File: config.mk
export PLATFORM = sky130hd
export DESIGN_NAME = atn_ctl_flat
export DESIGN_NICKNAME = d
export VERILOG_FILES = /design/src/pkg/atn_pkg.sv /design/src/pkg/atn_link_if.sv /design/src/design/atn_ctl.sv /design/src/flat_wrapper.sv
export VERILOG_INCLUDE_DIRS = /design/src /design/src/pkg
export SDC_FILE = /design/constraint.sdc
export NUM_CORES = 1
export LEC_CHECK = 0
export ABC_CLOCK_PERIOD_IN_PS = 2900
export BUFFER_PORTS_ARGS = -buffer_cell sky130_fd_sc_hd__buf_2
export CORE_MARGIN = 2
export CORE_UTILIZATION = 48
export DETAILED_ROUTE_END_ITERATION = 7
export GPL_ROUTABILITY_DRIVEN = 0
export PLACE_DENSITY_LB_ADDON = 0.15
export SLEW_MARGIN = 20
export SYNTH_ARGS = -nofsm -noshare
export SYNTH_HDL_FRONTEND = slang
export SYNTH_SLANG_ARGS = --single-unit
File: constraint.sdc
create_clock -name sys_clk -period 2.9 [get_ports sys_clk]
set_input_delay 0.58 -clock sys_clk [delete_from_list [all_inputs] [get_ports sys_clk]]
set_output_delay 0.58 -clock sys_clk [all_outputs]
set_load 0.02 [all_outputs]
File: src/pkg/atn_params.svh
`ifndef ATN_PARAMS_SVH
`define ATN_PARAMS_SVH

// ****************************************
// Word format
// ****************************************
`define ATN_WORD_W        5
`define ATN_BIT_8DB       4
`define ATN_BIT_4DB       3
`define ATN_BIT_2DB       2
`define ATN_BIT_1DB       1
`define ATN_BIT_HALF_DB   0

// ****************************************
// Timing, ns and derived sys_clk cycles
// ****************************************
`define ATN_CLK_NS        8
`define ATN_SCLK_MAX_MHZ  10
`define ATN_SCLK_PHASE_NS 30
`define ATN_STB_SETUP_NS  10
`define ATN_STB_WIDTH_NS  30
`define ATN_BIT_HOLD_NS   10
`define ATN_SETTLE_NS     700
// Half period from the frequency limit (50 ns) dominates the 30 ns phase
`define ATN_HALF_MIN_CYC  ((500 / `ATN_SCLK_MAX_MHZ + `ATN_CLK_NS - 1) / `ATN_CLK_NS)
`define ATN_STB_SETUP_CYC ((`ATN_STB_SETUP_NS + `ATN_CLK_NS - 1) / `ATN_CLK_NS)
`define ATN_STB_WIDTH_CYC ((`ATN_STB_WIDTH_NS + `ATN_CLK_NS - 1) / `ATN_CLK_NS)
`define ATN_BIT_HOLD_CYC  ((`ATN_BIT_HOLD_NS + `ATN_CLK_NS - 1) / `ATN_CLK_NS)
// Longest time rounds down
`define ATN_SETTLE_CYC    (`ATN_SETTLE_NS / `ATN_CLK_NS)
`define ATN_BOOT_CYC      3

// ****************************************
// Controller register map (AXI4-Lite)
// ****************************************
`define ATN_REG_WORD      8'h00
`define ATN_REG_CTRL      8'h04
`define ATN_REG_STATUS    8'h08
`define ATN_REG_DIV       8'h0C
`define ATN_REG_PRESET    8'h10
`define ATN_CTRL_GO       0
`define ATN_STAT_BUSY     0
`define ATN_STAT_DONE     1
`define ATN_DIV_RST       8'h07
`define ATN_PRESET_RST    5'h00
`define ATN_RESP_OKAY     2'h0
`define ATN_RESP_SLVERR   2'h2
`endif

File: src/pkg/atn_pkg.sv
package atn_pkg;
	// Device latch sequencing
	typedef enum logic [1:0] {
		ATN_DST_BOOT = 2'b00,
		ATN_DST_HOLD = 2'b01,
		ATN_DST_OPEN = 2'b10
	} atn_dev_state_t;
	// Controller link sequencing
	typedef enum logic [2:0] {
		ATN_CST_IDLE = 3'b000,
		ATN_CST_LOW  = 3'b001,
		ATN_CST_HIGH = 3'b010,
		ATN_CST_GAP  = 3'b011,
		ATN_CST_STRB = 3'b100
	} atn_ctl_state_t;
endpackage

File: src/pkg/atn_link_if.sv
`timescale 1ns/1ps
// Three-wire serial link plus the parallel preset pins
interface atn_link_if;
	logic       sclk;        // Serial clock, made by the controller
	logic       sdata;       // Serial data, MSB first
	logic       hold_strobe; // Latch strobe, high = transparent
	logic [4:0] preset;      // Parallel power-up control levels
	modport dev (
		input sclk,
		input sdata,
		input hold_strobe,
		input preset
	);
	modport ctl (
		output sclk,
		output sdata,
		output hold_strobe,
		output preset
	);
endinterface

File: src/design/atn_ctl.sv
`timescale 1ns/1ps
`include "atn_params.svh"
// Link controller: AXI4-Lite registers, divided serial clock, strobe.
module atn_ctl (
	atn_link_if.ctl   lnk,
	input  wire logic sys_clk,
	input  wire logic rst,
	input  wire logic [7:0]  s_axi_awaddr,
	input  wire logic        s_axi_awvalid,
	output logic             s_axi_awready,
	input  wire logic [31:0] s_axi_wdata,
	input  wire logic [3:0]  s_axi_wstrb,
	input  wire logic        s_axi_wvalid,
	output logic             s_axi_wready,
	output logic [1:0]       s_axi_bresp,
	output logic             s_axi_bvalid,
	input  wire logic        s_axi_bready,
	input  wire logic [7:0]  s_axi_araddr,
	input  wire logic        s_axi_arvalid,
	output logic             s_axi_arready,
	output logic [31:0]      s_axi_rdata,
	output logic [1:0]       s_axi_rresp,
	output logic             s_axi_rvalid,
	input  wire logic        s_axi_rready
);

	// ****************************************
	// Register file and bus slave
	// ****************************************

	logic [4:0] word_reg, next_word;     // Word to send
	logic [7:0] div_reg, next_div;       // Half period in cycles
	logic [4:0] preset_reg, next_preset; // Parallel preset pins
	logic       aw_held, next_aw_held;   // Write address taken
	logic       w_held, next_w_held;     // Write data taken
	logic [7:0] aw_addr, next_aw_addr;
	logic [31:0] w_data, next_w_data;
	logic [3:0] w_strb, next_w_strb;
	logic       next_awready, next_wready, next_bvalid, next_arready;
	logic       next_rvalid;
	logic [1:0] next_bresp, next_rresp;
	logic [31:0] next_rdata;
	logic       go_req;                  // One-cycle start request
	logic       busy, done;

	// Bus next values; write occurs once address and data are both held
	always_comb begin
		next_word = word_reg;
		next_div = div_reg;
		next_preset = preset_reg;
		next_aw_held = aw_held;
		next_w_held = w_held;
		next_aw_addr = aw_addr;
		next_w_data = w_data;
		next_w_strb = w_strb;
		next_awready = s_axi_awready;
		next_wready = s_axi_wready;
		next_bvalid = s_axi_bvalid;
		next_bresp = s_axi_bresp;
		next_arready = s_axi_arready;
		next_rvalid = s_axi_rvalid;
		next_rresp = s_axi_rresp;
		next_rdata = s_axi_rdata;
		go_req = 1'b0;
		if (s_axi_awvalid && s_axi_awready) begin
			next_aw_held = 1'b1;
			next_aw_addr = s_axi_awaddr;
			next_awready = 1'b0;
		end
		if (s_axi_wvalid && s_axi_wready) begin
			next_w_held = 1'b1;
			next_w_data = s_axi_wdata;
			next_w_strb = s_axi_wstrb;
			next_wready = 1'b0;
		end
		if (aw_held && w_held) begin
			next_aw_held = 1'b0;
			next_w_held = 1'b0;
			next_bvalid = 1'b1;
			next_bresp = `ATN_RESP_OKAY;
			if (aw_addr == `ATN_REG_WORD) begin
				if (w_strb[0]) next_word = w_data[4:0];
			end else if (aw_addr == `ATN_REG_CTRL) begin
				go_req = w_strb[0] && w_data[`ATN_CTRL_GO];
			end else if (aw_addr == `ATN_REG_STATUS) begin
				// Read-only status: write accepted, no effect
			end else if (aw_addr == `ATN_REG_DIV) begin
				if (w_strb[0]) next_div = w_data[7:0];
			end else if (aw_addr == `ATN_REG_PRESET) begin
				if (w_strb[0]) next_preset = w_data[4:0];
			end else begin
				next_bresp = `ATN_RESP_SLVERR;
			end
		end
		if (s_axi_bvalid && s_axi_bready) begin
			next_bvalid = 1'b0;
			next_awready = 1'b1;
			next_wready = 1'b1;
		end
		if (s_axi_arvalid && s_axi_arready) begin
			next_arready = 1'b0;
			next_rvalid = 1'b1;
			next_rresp = `ATN_RESP_OKAY;
			next_rdata = 32'h0000_0000;
			if (s_axi_araddr == `ATN_REG_WORD) begin
				next_rdata[4:0] = word_reg;
			end else if (s_axi_araddr == `ATN_REG_CTRL) begin
				next_rdata = 32'h0000_0000;
			end else if (s_axi_araddr == `ATN_REG_STATUS) begin
				next_rdata[`ATN_STAT_BUSY] = busy;
				next_rdata[`ATN_STAT_DONE] = done;
			end else if (s_axi_araddr == `ATN_REG_DIV) begin
				next_rdata[7:0] = div_reg;
			end else if (s_axi_araddr == `ATN_REG_PRESET) begin
				next_rdata[4:0] = preset_reg;
			end else begin
				next_rresp = `ATN_RESP_SLVERR;
			end
		end
		if (s_axi_rvalid && s_axi_rready) begin
			next_rvalid = 1'b0;
			next_arready = 1'b1;
		end
	end

	// Register bus state
	always_ff @(posedge sys_clk or posedge rst) begin
		if (rst) begin
			word_reg <= 5'h0_0;
			div_reg <= `ATN_DIV_RST;
			preset_reg <= `ATN_PRESET_RST;
			aw_held <= 1'b0;
			w_held <= 1'b0;
			aw_addr <= 8'h00;
			w_data <= 32'h0000_0000;
			w_strb <= 4'h0;
			s_axi_awready <= 1'b1;
			s_axi_wready <= 1'b1;
			s_axi_bvalid <= 1'b0;
			s_axi_bresp <= 2'h0;
			s_axi_arready <= 1'b1;
			s_axi_rvalid <= 1'b0;
			s_axi_rresp <= 2'h0;
			s_axi_rdata <= 32'h0000_0000;
		end else begin
			word_reg <= next_word;
			div_reg <= next_div;
			preset_reg <= next_preset;
			aw_held <= next_aw_held;
			w_held <= next_w_held;
			aw_addr <= next_aw_addr;
			w_data <= next_w_data;
			w_strb <= next_w_strb;
			s_axi_awready <= next_awready;
			s_axi_wready <= next_wready;
			s_axi_bvalid <= next_bvalid;
			s_axi_bresp <= next_bresp;
			s_axi_arready <= next_arready;
			s_axi_rvalid <= next_rvalid;
			s_axi_rresp <= next_rresp;
			s_axi_rdata <= next_rdata;
		end
	end

	// ****************************************
	// Link sequencer
	// ****************************************

	atn_pkg::atn_ctl_state_t st, next_st;
	logic [7:0] cnt, next_cnt;       // Phase cycle counter
	logic [2:0] bitn, next_bitn;     // Bits clocked so far
	logic [4:0] shreg, next_shreg;   // Outgoing bits, MSB first
	logic       next_sclk, next_sdata, next_strobe, next_busy, next_done;
	logic [7:0] half;                // Half period, clamped to the minimum

	// A too-small divider would break the 10 MHz limit, so clamp it
	// clock rate and phases
	assign half = (div_reg < 8'(`ATN_HALF_MIN_CYC)) ? 8'(`ATN_HALF_MIN_CYC) : div_reg;

	// Sequencer next values
	always_comb begin
		next_st = st;
		next_cnt = cnt + 8'd1;
		next_bitn = bitn;
		next_shreg = shreg;
		next_sclk = lnk.sclk;
		next_sdata = lnk.sdata;
		next_strobe = lnk.hold_strobe;
		next_busy = busy;
		next_done = done;
		case (st)
			// Go while busy is ignored
			atn_pkg::ATN_CST_IDLE: begin
				next_cnt = 8'd0;
				if (go_req) begin
					next_st = atn_pkg::ATN_CST_LOW;
					next_shreg = word_reg;
					next_bitn = 3'd0;
					next_busy = 1'b1;
					next_done = 1'b0;
				end
			end
			atn_pkg::ATN_CST_LOW: begin
				if (cnt == 8'(`ATN_BIT_HOLD_CYC)) begin
					next_sdata = shreg[4];
					next_shreg = {shreg[3:0], 1'b0};
				end
				if (cnt == half - 8'd1) begin
					next_sclk = 1'b1;
					next_cnt = 8'd0;
					next_st = atn_pkg::ATN_CST_HIGH;
				end
			end
			atn_pkg::ATN_CST_HIGH: begin
				if (cnt == half - 8'd1) begin
					next_sclk = 1'b0;
					next_cnt = 8'd0;
					next_bitn = bitn + 3'd1;
					next_st = (bitn == 3'd4) ? atn_pkg::ATN_CST_GAP : atn_pkg::ATN_CST_LOW;
				end
			end
			atn_pkg::ATN_CST_GAP: begin
				if (cnt == 8'(`ATN_STB_SETUP_CYC - 1)) begin
					next_strobe = 1'b1;
					next_cnt = 8'd0;
					next_st = atn_pkg::ATN_CST_STRB;
				end
			end
			atn_pkg::ATN_CST_STRB: begin
				if (cnt == 8'(`ATN_STB_WIDTH_CYC - 1)) begin
					next_strobe = 1'b0;
					next_busy = 1'b0;
					next_done = 1'b1;
					next_st = atn_pkg::ATN_CST_IDLE;
				end
			end
			default: begin
				next_st = atn_pkg::ATN_CST_IDLE;
			end
		endcase
	end

	// Register sequencer and pins
	always_ff @(posedge sys_clk or posedge rst) begin
		if (rst) begin
			st <= atn_pkg::ATN_CST_IDLE;
			cnt <= 8'd0;
			bitn <= 3'd0;
			shreg <= 5'h0_0;
			busy <= 1'b0;
			done <= 1'b0;
			lnk.sclk <= 1'b0;
			lnk.sdata <= 1'b0;
			lnk.hold_strobe <= 1'b0;
			lnk.preset <= `ATN_PRESET_RST;
		end else begin
			st <= next_st;
			cnt <= next_cnt;
			bitn <= next_bitn;
			shreg <= next_shreg;
			busy <= next_busy;
			done <= next_done;
			lnk.sclk <= next_sclk;
			lnk.sdata <= next_sdata;
			lnk.hold_strobe <= next_strobe;
			lnk.preset <= preset_reg;
		end
	end

endmodule

File: src/flat_wrapper.sv
// flat-port wrapper written by rule: the top's interface ports become plain ports
module atn_ctl_flat 
  (sys_clk, rst, s_axi_awaddr, s_axi_awvalid, s_axi_awready, s_axi_wdata, s_axi_wstrb, s_axi_wvalid, s_axi_wready, s_axi_bresp, s_axi_bvalid, s_axi_bready, s_axi_araddr, s_axi_arvalid, s_axi_arready, s_axi_rdata, s_axi_rresp, s_axi_rvalid, s_axi_rready, lnk_sclk, lnk_sdata, lnk_hold_strobe, lnk_preset);
  atn_link_if lnk_i ();
  input  wire logic sys_clk;
  input  wire logic rst;
  input  wire logic [7:0] s_axi_awaddr;
  input  wire logic s_axi_awvalid;
  output logic s_axi_awready;
  input  wire logic [31:0] s_axi_wdata;
  input  wire logic [3:0] s_axi_wstrb;
  input  wire logic s_axi_wvalid;
  output logic s_axi_wready;
  output logic [1:0] s_axi_bresp;
  output logic s_axi_bvalid;
  input  wire logic s_axi_bready;
  input  wire logic [7:0] s_axi_araddr;
  input  wire logic s_axi_arvalid;
  output logic s_axi_arready;
  output logic [31:0] s_axi_rdata;
  output logic [1:0] s_axi_rresp;
  output logic s_axi_rvalid;
  input  wire logic s_axi_rready;
  output wire logic [$bits(lnk_i.sclk)-1:0] lnk_sclk;
  output wire logic [$bits(lnk_i.sdata)-1:0] lnk_sdata;
  output wire logic [$bits(lnk_i.hold_strobe)-1:0] lnk_hold_strobe;
  output wire logic [$bits(lnk_i.preset)-1:0] lnk_preset;
  assign lnk_sclk = lnk_i.sclk;
  assign lnk_sdata = lnk_i.sdata;
  assign lnk_hold_strobe = lnk_i.hold_strobe;
  assign lnk_preset = lnk_i.preset;
  atn_ctl u_core (.lnk(lnk_i), .sys_clk(sys_clk), .rst(rst), .s_axi_awaddr(s_axi_awaddr), .s_axi_awvalid(s_axi_awvalid), .s_axi_awready(s_axi_awready), .s_axi_wdata(s_axi_wdata), .s_axi_wstrb(s_axi_wstrb), .s_axi_wvalid(s_axi_wvalid), .s_axi_wready(s_axi_wready), .s_axi_bresp(s_axi_bresp), .s_axi_bvalid(s_axi_bvalid), .s_axi_bready(s_axi_bready), .s_axi_araddr(s_axi_araddr), .s_axi_arvalid(s_axi_arvalid), .s_axi_arready(s_axi_arready), .s_axi_rdata(s_axi_rdata), .s_axi_rresp(s_axi_rresp), .s_axi_rvalid(s_axi_rvalid), .s_axi_rready(s_axi_rready));
endmodule
* After elaboration in Yosys (flattened, before gate mapping)
Index checks and enable logic that the tools add are counted.
** Storage, ports and cells
- Flip-flop bits (word level) :: 107
- Latch bits :: 0
- RAM bits :: 0
- Bits in read-only memories :: 0
- Input bits :: 59
- Output and inout port bits :: 49
- Logic and storage cells :: 152
- Memories kept :: 0
** Cells by class
- $add $sub $neg :: 3
- $mul :: 0
- Div/mod/pow operators :: 0
- Order comparisons :: 1
- Equality and inequality tests :: 23
- Shift operators :: 0
- Muxes and demuxes :: 63
- Bitwise operators :: 4
- Reduce and logical (&&, ||, !) cells :: 32
** Operators with widths (number)
- $eq 8x4->1 const B :: 4
- $mux 8 :: 4
- $mux 3 :: 9
- $mux 5 :: 5
- $mux 1 :: 24
- $mux 2 :: 12
- $pmux 8 s3 :: 1
- $reduce_bool 2->1 :: 11
- $reduce_and 3->1 :: 6
- $eq 8x2->1 const B :: 2
- $eq 8x3->1 const B :: 2
- $eq 8x5->1 const B :: 2
- $logic_not 8->1 :: 2
- $pmux 3 s5 :: 1
- $ne 2x1->1 const B :: 6
- $pmux 5 s2 :: 1
- $add 8x1->8 const B :: 1
- $eq 8x1->1 const B :: 1
- $eq 8x8->1 :: 1
- $lt 8x3->1 const B :: 1
- $pmux 1 s2 :: 4
- $sub 8x1->8 const B :: 1
- $logic_and 1x1->1 :: 7
- $reduce_and 7->1 :: 1
- other kinds (12) :: 17

* Longest topological paths before layout
Gate-level depths: netlist (run 1).
- Depth after elaboration :: 6
- Gate-level depth with buffers :: 12
- Gate-level depth less buffers :: 10

* Least setup slack after synthesis (run 1)
Ideal clock, no wire load.
- Kind :: flip-flop to flip-flop
- From :: register u_core.div_reg[4]
- To :: register u_core.bitn[2]
- Library setup time :: 0.127 ns
- Arrival :: 2.689 ns
- Required time :: 2.773 ns
- Setup slack :: 0.084 ns
- Cell stages (with the launch flop) :: 12
- Path buffers :: 1
- Period minus slack after synthesis :: 2.816 ns
- Cells stage by stage :: dfrtp_1 -> buf_6 -> or4_4 -> nor2_2 -> nor2_1 -> ha_1 -> xnor2_1 -> a221oi_1 -> nand4_1 -> a21oi_4 -> and4b_1 -> mux2_1
** Between the ends
- Cells in the longest elaborated chain, start to end :: 6
** Ends and longest elaborated chain
- start, declared :: line atn_ctl.sv:32 : logic [7:0] div_reg, next_div;
- start signal, assigned :: line atn_ctl.sv:130 : div_reg <= `ATN_DIV_RST;
- start signal, assigned :: line atn_ctl.sv:147 : div_reg <= next_div;
- $lt 8x3->1 :: line atn_ctl.sv:178 : assign half = (div_reg < 8'(`ATN_HALF_MIN_CYC)) ? 8'(`ATN_HALF_MIN_CYC) : div_reg;
- $mux 8 (*) :: line atn_ctl.sv:178
- $sub 8x1->8 (*) :: line atn_ctl.sv:215 : if (cnt == half - 8'd1) begin
- $eq 8x8->1 (*) :: line atn_ctl.sv:215
- $ne 2x1->1 (no line) (*)
- $reduce_and 3->1 (no line) (*)
- end signal, assigned :: line atn_ctl.sv:259 : bitn <= next_bitn;
- end, declared :: line atn_ctl.sv:171 : logic [2:0] bitn, next_bitn;
Every way passes the cells marked *; elsewhere a longest branch is shown, timed or not.
A chain may end at the register's enable or synchronous reset.

* Final worst setup path (run 1)
- From :: register u_core.div_reg[3]
- To :: register u_core.bitn[1]
Same word-level chain as after synthesis.

==> results of run 1 <==
-- power groups by stage --
stage,clock [mW],combinational [mW],sequential (mW)
final,0.819,0.946,1.65
after global routing,0.889,1.06,1.70
after CTS,0.843,0.929,1.65
after detailed placement,0,0.923,1.67
after global placement,0,0.898,1.66
after floorplan,0,0.715,1.62
-- cell type report --
type | instances | share of cell area
repair buffers | 66 | 0.0817
well taps | 105 | 0.0285
inverters | 15 | 0.0125
flip-flops and latches | 81 | 0.442
multi-input cells | 244 | 0.393
clock inverters | 6 | 0.0147
clock buffers | 10 | 0.0277
-- per-stage QoR --
step / instances / cell area (um2) / setup slack [ns]
after floorplan: 374 / 4110 / 0.0838
after global placement: 509 / 4370 / 0.0751
after detailed placement: 509 / 4370 / 0.0624
after CTS: 525 / 4560 / 0.0512
after global routing: 527 / 4610 / 0.0114
final: 527 / 4610 / 0.132
-- what timing repair did --
action	in CTS	in global routing
endpoints found under the setup margin	0	11
setup buffers	0	2
resized for setup	0	7
hold endpoints to repair	0	0
-- routing by layer --
metal | wire [um] | GRT usage | part of all wire
met1 | 3710 | 0.259 | 0.47
met2 | 3720 | 0.298 | 0.47
met3 | 296 | 0.0332 | 0.038
met4 | 106 | 0.0750 | 0.014
met5 | 0 | 0 | 0
-- synthesized netlist by cell type (2+ instances only) --
cell / count / area share
nor2_2: 2 / 0.0031
xnor2_1: 11 / 0.024
o2111ai_1: 2 / 0.0044
a222oi_1: 3 / 0.0075
dfrtp_1: 75 / 0.47
xor2_1: 2 / 0.0044
nor2_1: 17 / 0.016
nor3_1: 12 / 0.015
or4_1: 2 / 0.0037
a221oi_1: 3 / 0.0065
nor2b_1: 5 / 0.0078
mux2_2: 17 / 0.048
o21ai_0: 9 / 0.011
nand4_1: 2 / 0.0031
nand3b_1: 2 / 0.0037
and3b_1: 3 / 0.0065
or3_1: 3 / 0.0047
ha_1: 6 / 0.019
nor4_1: 4 / 0.0062
dfstp_2: 6 / 0.039
nor3b_1: 2 / 0.0037
o2111a_1: 2 / 0.0056
nand2_1: 24 / 0.022
o31a_1: 3 / 0.0065
buf_2: 2 / 0.0025
nand3_1: 3 / 0.0037
buf_4: 26 / 0.049
a21oi_4: 2 / 0.0081
a21oi_1: 8 / 0.010
and3_1: 7 / 0.011
mux2_1: 20 / 0.056
clkbuf_1: 5 / 0.0047
o21ai_1: 10 / 0.012
inv_1: 14 / 0.013
mux2i_1: 12 / 0.030
-- cell families (layout without fill, tap and decap cells) --
group                      after synthesis  count (layout)  synth area share
DFF                                     81              81             0.506
buffers and inverters                   49              97            0.0725
adders and majority gates                6               6            0.0187
muxes                                   50              50             0.137
and+or+nand+nor                        100             100             0.147
other                                    1              26          0.000933
AOI/OAI and AO/OA                       49              49            0.0896
xor gates and xnor gates                13              13            0.0283
-- worst max path at each step --
stage	startpoint	endpoint	slack (ns)	cells after the start
after global routing	u_core.div_reg[3]	u_core.bitn[2]	0.01	10
after CTS	u_core.div_reg[6]	u_core.bitn[2]	0.05	10
after floorplan	u_core.div_reg[4]	u_core.bitn[2]	0.08	11
after detailed placement	u_core.div_reg[6]	u_core.bitn[2]	0.06	10
final	u_core.div_reg[3]	u_core.bitn[1]	0.13	11
after global placement	u_core.div_reg[6]	u_core.bitn[2]	0.08	10
==> results.py, run 1 <==
metrics = {
    "worst_setup_path": {
        "r2r_start": "u_core.div_reg[3]",
        "slowest_delay_ns": 0.58,
        "r2r_slack_ns": 0.13,
        "critical_path_required_ns": 3.14,
        "critPathKind": "reg -> reg",
        "cp-start-kind": "register",
        "cp.arrival_ns": 3.01,
        "worstSetupEndpointType": "register",
        "crit_family": "simple AND/OR/NAND/NOR gates",
        "r2r_end": "u_core.bitn[1]",
        "r2r_cells": 11,
        "critical_path.cell_chain": "or4_4, nor2_4, nor2_2, ha_1, xnor2_1, a221oi_2, nand4_1, a21oi_4, buf_6, nand3b_4, mux2_4",
        "worst-path-max-fanout": 4,
        "crit_buf_inv": 1,
        "slowest_stage": "or4_4",
    },
    "placed_design": {
        "numPortBuffers": 54,
        "hpwlAfterDp_um": 5700,
    },
    "synthesis": {
        "avgSynthCellArea_um2": 11.5,
        "synthCells": 349,
        "synth-edff-count": 0,
        "synth.yosys.seq_area_share": 0.506,
        "synth.ff_latch_count": 81,
        "synth_warnings": 0,
        "synthArstFlopShare": 1.00,
        "yosysUniqueCellTypes": 58,
        "synth_flop_cell": "dfrtp_1",
        "synth_area_um2": 4020,
    },
    "timing": {
        "slew_violations": 0,
        "max_freq_mhz": 361,
        "rsz0062_at_grt": "true",
        "finalHoldViolations": 0,
        "period_share": 0.955,
        "setup_viol": 0,
        "holdWs_ns": 0.305,
        "skew_ns": 0.0116,
        "finalCriticalPeriod_ns": 2.77,
        "tns_ns": 0,
        "max-slew-margin-rel": 0.522,
        "worst_pin_slew_ns": 0.717,
    },
    "power": {
        "power_mw": 3.42,
        "p_sw_mw": 1.17,
        "switching_share": 0.342,
        "p_comb_frac": 0.277,
        "powerDensity_nw_per_um2": 742,
        "p_int_mw": 2.25,
        "power.leakage_nw": 2.27,
        "clkPwrFrac": 0.240,
        "vdd_drop_max_uv": 365,
        "seq_power_share": 0.484,
    },
    "route": {
        "viasPerCell": 5.17,
        "drt_pre_antenna_iters": 6,
        "wl_per_cell_um": 14.9,
        "drt_wl_total_um": 7830,
        "drtIter0Drc": 109,
        "drc": 0,
        "vias": 2723,
        "ant_nets": 0,
    },
    "final_layout": {
        "mostFrequentLayoutCells": "dfrtp_1, buf_2, conb_1, nand2_1, mux2_1",
        "drive_gt1_frac": 0.296,
        "regArea_um2": 2030,
        "multiInputGateArea_um2": 1810,
        "fin_nets": 482,
        "num_antenna_cells": 0,
        "fin_util": 0.564,
        "final_common_cell": "dfrtp_1",
        "n_fill_cell": 731,
        "area_growth_pct": 14.6,
    },
    "status": {
        "status": "finished clean",
    },
    "min_path": {
        "worstHoldPathType": "in -> async",
    },
    "clock_tree": {
        "cts_hold_buffers": 0,
        "clk_pin_slew_ns": 0.09,
        "clk-insertion-delay-late_ns": 0.35,
        "cts_tree": "yes",
        "cts_max_level": 3,
        "numCtsBuffers": 9,
        "root_buffer": "clkbuf_8",
        "cts.sinks": 81,
        "cts.path.max_buffers": 2,
    },
    "global_routing": {
        "antenna_found_initial": 0,
        "grt_overflow": 0,
        "grt_pass1_wl_um": 13200,
        "grt_max_degree": 42,
        "track_usage": 0.189,
        "grt_pass1_vias": 2686,
    },
    "floorplanning": {
        "die_area_um2": 9120,
        "initial_core_util": 0.492,
        "pin_count": 108,
        "row_count": 33,
        "die_w_um": 95.5,
        "fp.dieH_um": 95.5,
        "core-area_um2": 8180,
    },
    "flow_run": {
        "drv_cap": 0,
    },
}
Power figures use the tool's default switching activity.
==> run 2, diff against run 1 <==
--- a/config.mk
+++ b/config.mk
@@ -13,6 +13,7 @@
 export DETAILED_ROUTE_END_ITERATION = 7
 export GPL_ROUTABILITY_DRIVEN = 0
 export PLACE_DENSITY_LB_ADDON = 0.15
+export RECOVER_POWER = 50
 export SLEW_MARGIN = 20
 export SYNTH_ARGS = -nofsm -noshare
 export SYNTH_HDL_FRONTEND = slang
==> run 2 against run 1 <==
  * The run now ends with max-capacitance violations, max-slew violations left
  * Flip-flop and latch count did not move
  * Combinational power hardly changed
  * Sequential share of layout area rose by 0.14 points
  * Maximum frequency is essentially flat
  * Critical endpoint unchanged
  * Largest cell class unchanged
==> results.py, run 2 (synthesis gave the netlist of run 1 again) <==
metrics = {
    "status": {
        "status": "finished, violations left",
        "violations": "max-capacitance violations, max-slew violations",
    },
    "timing": {
        "finalHoldViolations": 0,
        "finalCriticalPeriod_ns": 2.77,
        "setup_viol": 0,
        "tns_ns": 0,
        "max_freq_mhz": 361,
        "max-slew-margin-rel": -0.190,
        "finalWorstSetupSlack_ns": 0.131,
        "slew_violations": 42,
        "rsz0062_at_grt": "true",
        "worst_pin_slew_ns": 1.78,
        "skew_ns": 0.0110,
        "period_share": 0.955,
        "holdWs_ns": 0.381,
    },
    "worst_setup_path": {
        "cp.arrival_ns": 3.01,
        "critical_path_required_ns": 3.14,
        "worstSetupEndpointType": "register",
        "worst-path-max-fanout": 4,
        "critPathKind": "reg -> reg",
        "cp-start-kind": "register",
    },
    "final_layout": {
        "mostFrequentLayoutCells": "dfrtp_1, buf_2, conb_1, nand2_1, mux2_1",
        "fin_cells": 527,
        "drive_gt1_frac": 0.289,
        "final_area_um2": 4590,
        "fin_nets": 482,
        "final_common_cell": "dfrtp_1",
        "area_growth_pct": 14.2,
        "num_antenna_cells": 0,
        "fin_util": 0.562,
    },
    "power": {
        "power_mw": 3.41,
        "vdd_drop_max_uv": 362,
        "powerDensity_nw_per_um2": 743,
        "power.leakage_nw": 2.27,
    },
    "route": {
        "drt_wl_total_um": 7840,
        "vias": 2723,
        "met2_length_um": 3710,
        "dr_wl_met3_um": 260,
        "drt_pre_antenna_iters": 6,
        "drc": 0,
        "viasPerCell": 5.17,
        "dr.max_layer_used": "met4",
        "wl_met1_um": 3750,
        "wl_per_cell_um": 14.9,
        "ant_nets": 0,
        "drtIter0Drc": 108,
    },
    "global_routing": {
        "grt_overflow": 0,
        "grt_pass1_wl_um": 13200,
        "antenna_found_initial": 0,
        "grt_max_degree": 42,
        "track_usage": 0.189,
        "grt_pass1_vias": 2686,
    },
    "clock_tree": {
        "cts_hold_buffers": 0,
        "cts.sinks": 81,
        "clk-insertion-delay-late_ns": 0.35,
        "cts_max_level": 3,
        "cts.path.max_buffers": 2,
        "clk_pin_slew_ns": 0.08,
        "root_buffer": "clkbuf_8",
        "cts_tree": "yes",
        "numCtsBuffers": 9,
    },
    "placed_design": {
        "place_area_um2": 4370,
        "hpwlAfterDp_um": 5700,
        "placedCellCount": 509,
        "numPortBuffers": 54,
        "dp_slack_ns": 0.0624,
    },
    "floorplanning": {
        "row_count": 33,
        "die_area_um2": 9120,
        "pin_count": 108,
        "core-area_um2": 8180,
        "initial_core_util": 0.492,
        "die_w_um": 95.5,
        "fp.dieH_um": 95.5,
    },
    "min_path": {
        "worstHoldPathType": "in -> reg",
    },
    "flow_run": {
        "drv_cap": 1,
    },
}
==> run 2: cell types whose count changed in the layout (fill, tap and decap cells not counted) <==
cell,previous run,this run
dfstp_1,0,3
dfstp_2,6,3
buf_12,1,0
clkbuf_2,0,1
clkinv_2,2,1
clkinvlp_2,0,1
==> run 2: layout make-up <==
class / instances / area (um2)
fill: 732 / 3580
sequential: 81 / 2030
multi-input combinational: 244 / 1810
timing repair buffer: 66 / 362
tap: 105 / 131
clock buffer: 10 / 128
clock inverter: 6 / 67.6
inverter: 15 / 57.6
==> run 2: timing repair <==
action                     in CTS  in global routing
resized for setup               0                  7
setup endpoints to repair       0                 11
setup buffers                   0                  2
==> run 2: final timing paths <==
check | start | to | slack [ns] | cells past startpoint
setup / recovery | u_core.div_reg[3] | u_core.bitn[1] | 0.13 | 11
hold / removal | s_axi_awvalid | u_core.s_axi_awready | 0.38 | 2
setup reg to reg | u_core.div_reg[3] | u_core.bitn[1] | 0.13 | 11
hold reg to reg | u_core.preset_reg[4] | u_core.lnk.preset[4] | 0.41 | 0
max in group asynchronous | rst | u_core.word_reg[0] | 0.61 | 3
min in group asynchronous | rst | u_core.w_data[4] | 0.65 | 2
==> run 2: power by group <==
group	leakage, nW	internal [mW]	switching (mW)
clock	0.0929	0.401	0.418
combinational	1.13	0.453	0.490
sequential	1.04	1.39	0.261
total	2.27	2.24	1.17
==> run 2: metal layers <==
| metal | track usage | vias to the layer above |
|---|---|---|
| met5 | 0 | - |
| met4 | 0.0750 | 0 |
| met3 | 0.0332 | 11 |
| met2 | 0.298 | 50 |
| met1 | 0.259 | 1338 |
| li1 | - | 1324 |
==> run 2: critical path, cell delays in order, from the launching register on <==
cell and delay (ns):
dfrtp_1 0.38, or4_4 0.58, nor2_4 0.13, nor2_2 0.04
ha_1 0.30, xnor2_1 0.14, a221oi_2 0.18, nand4_1 0.16
a21oi_4 0.20, buf_6 0.13, nand3b_4 0.10, mux2_4 0.32
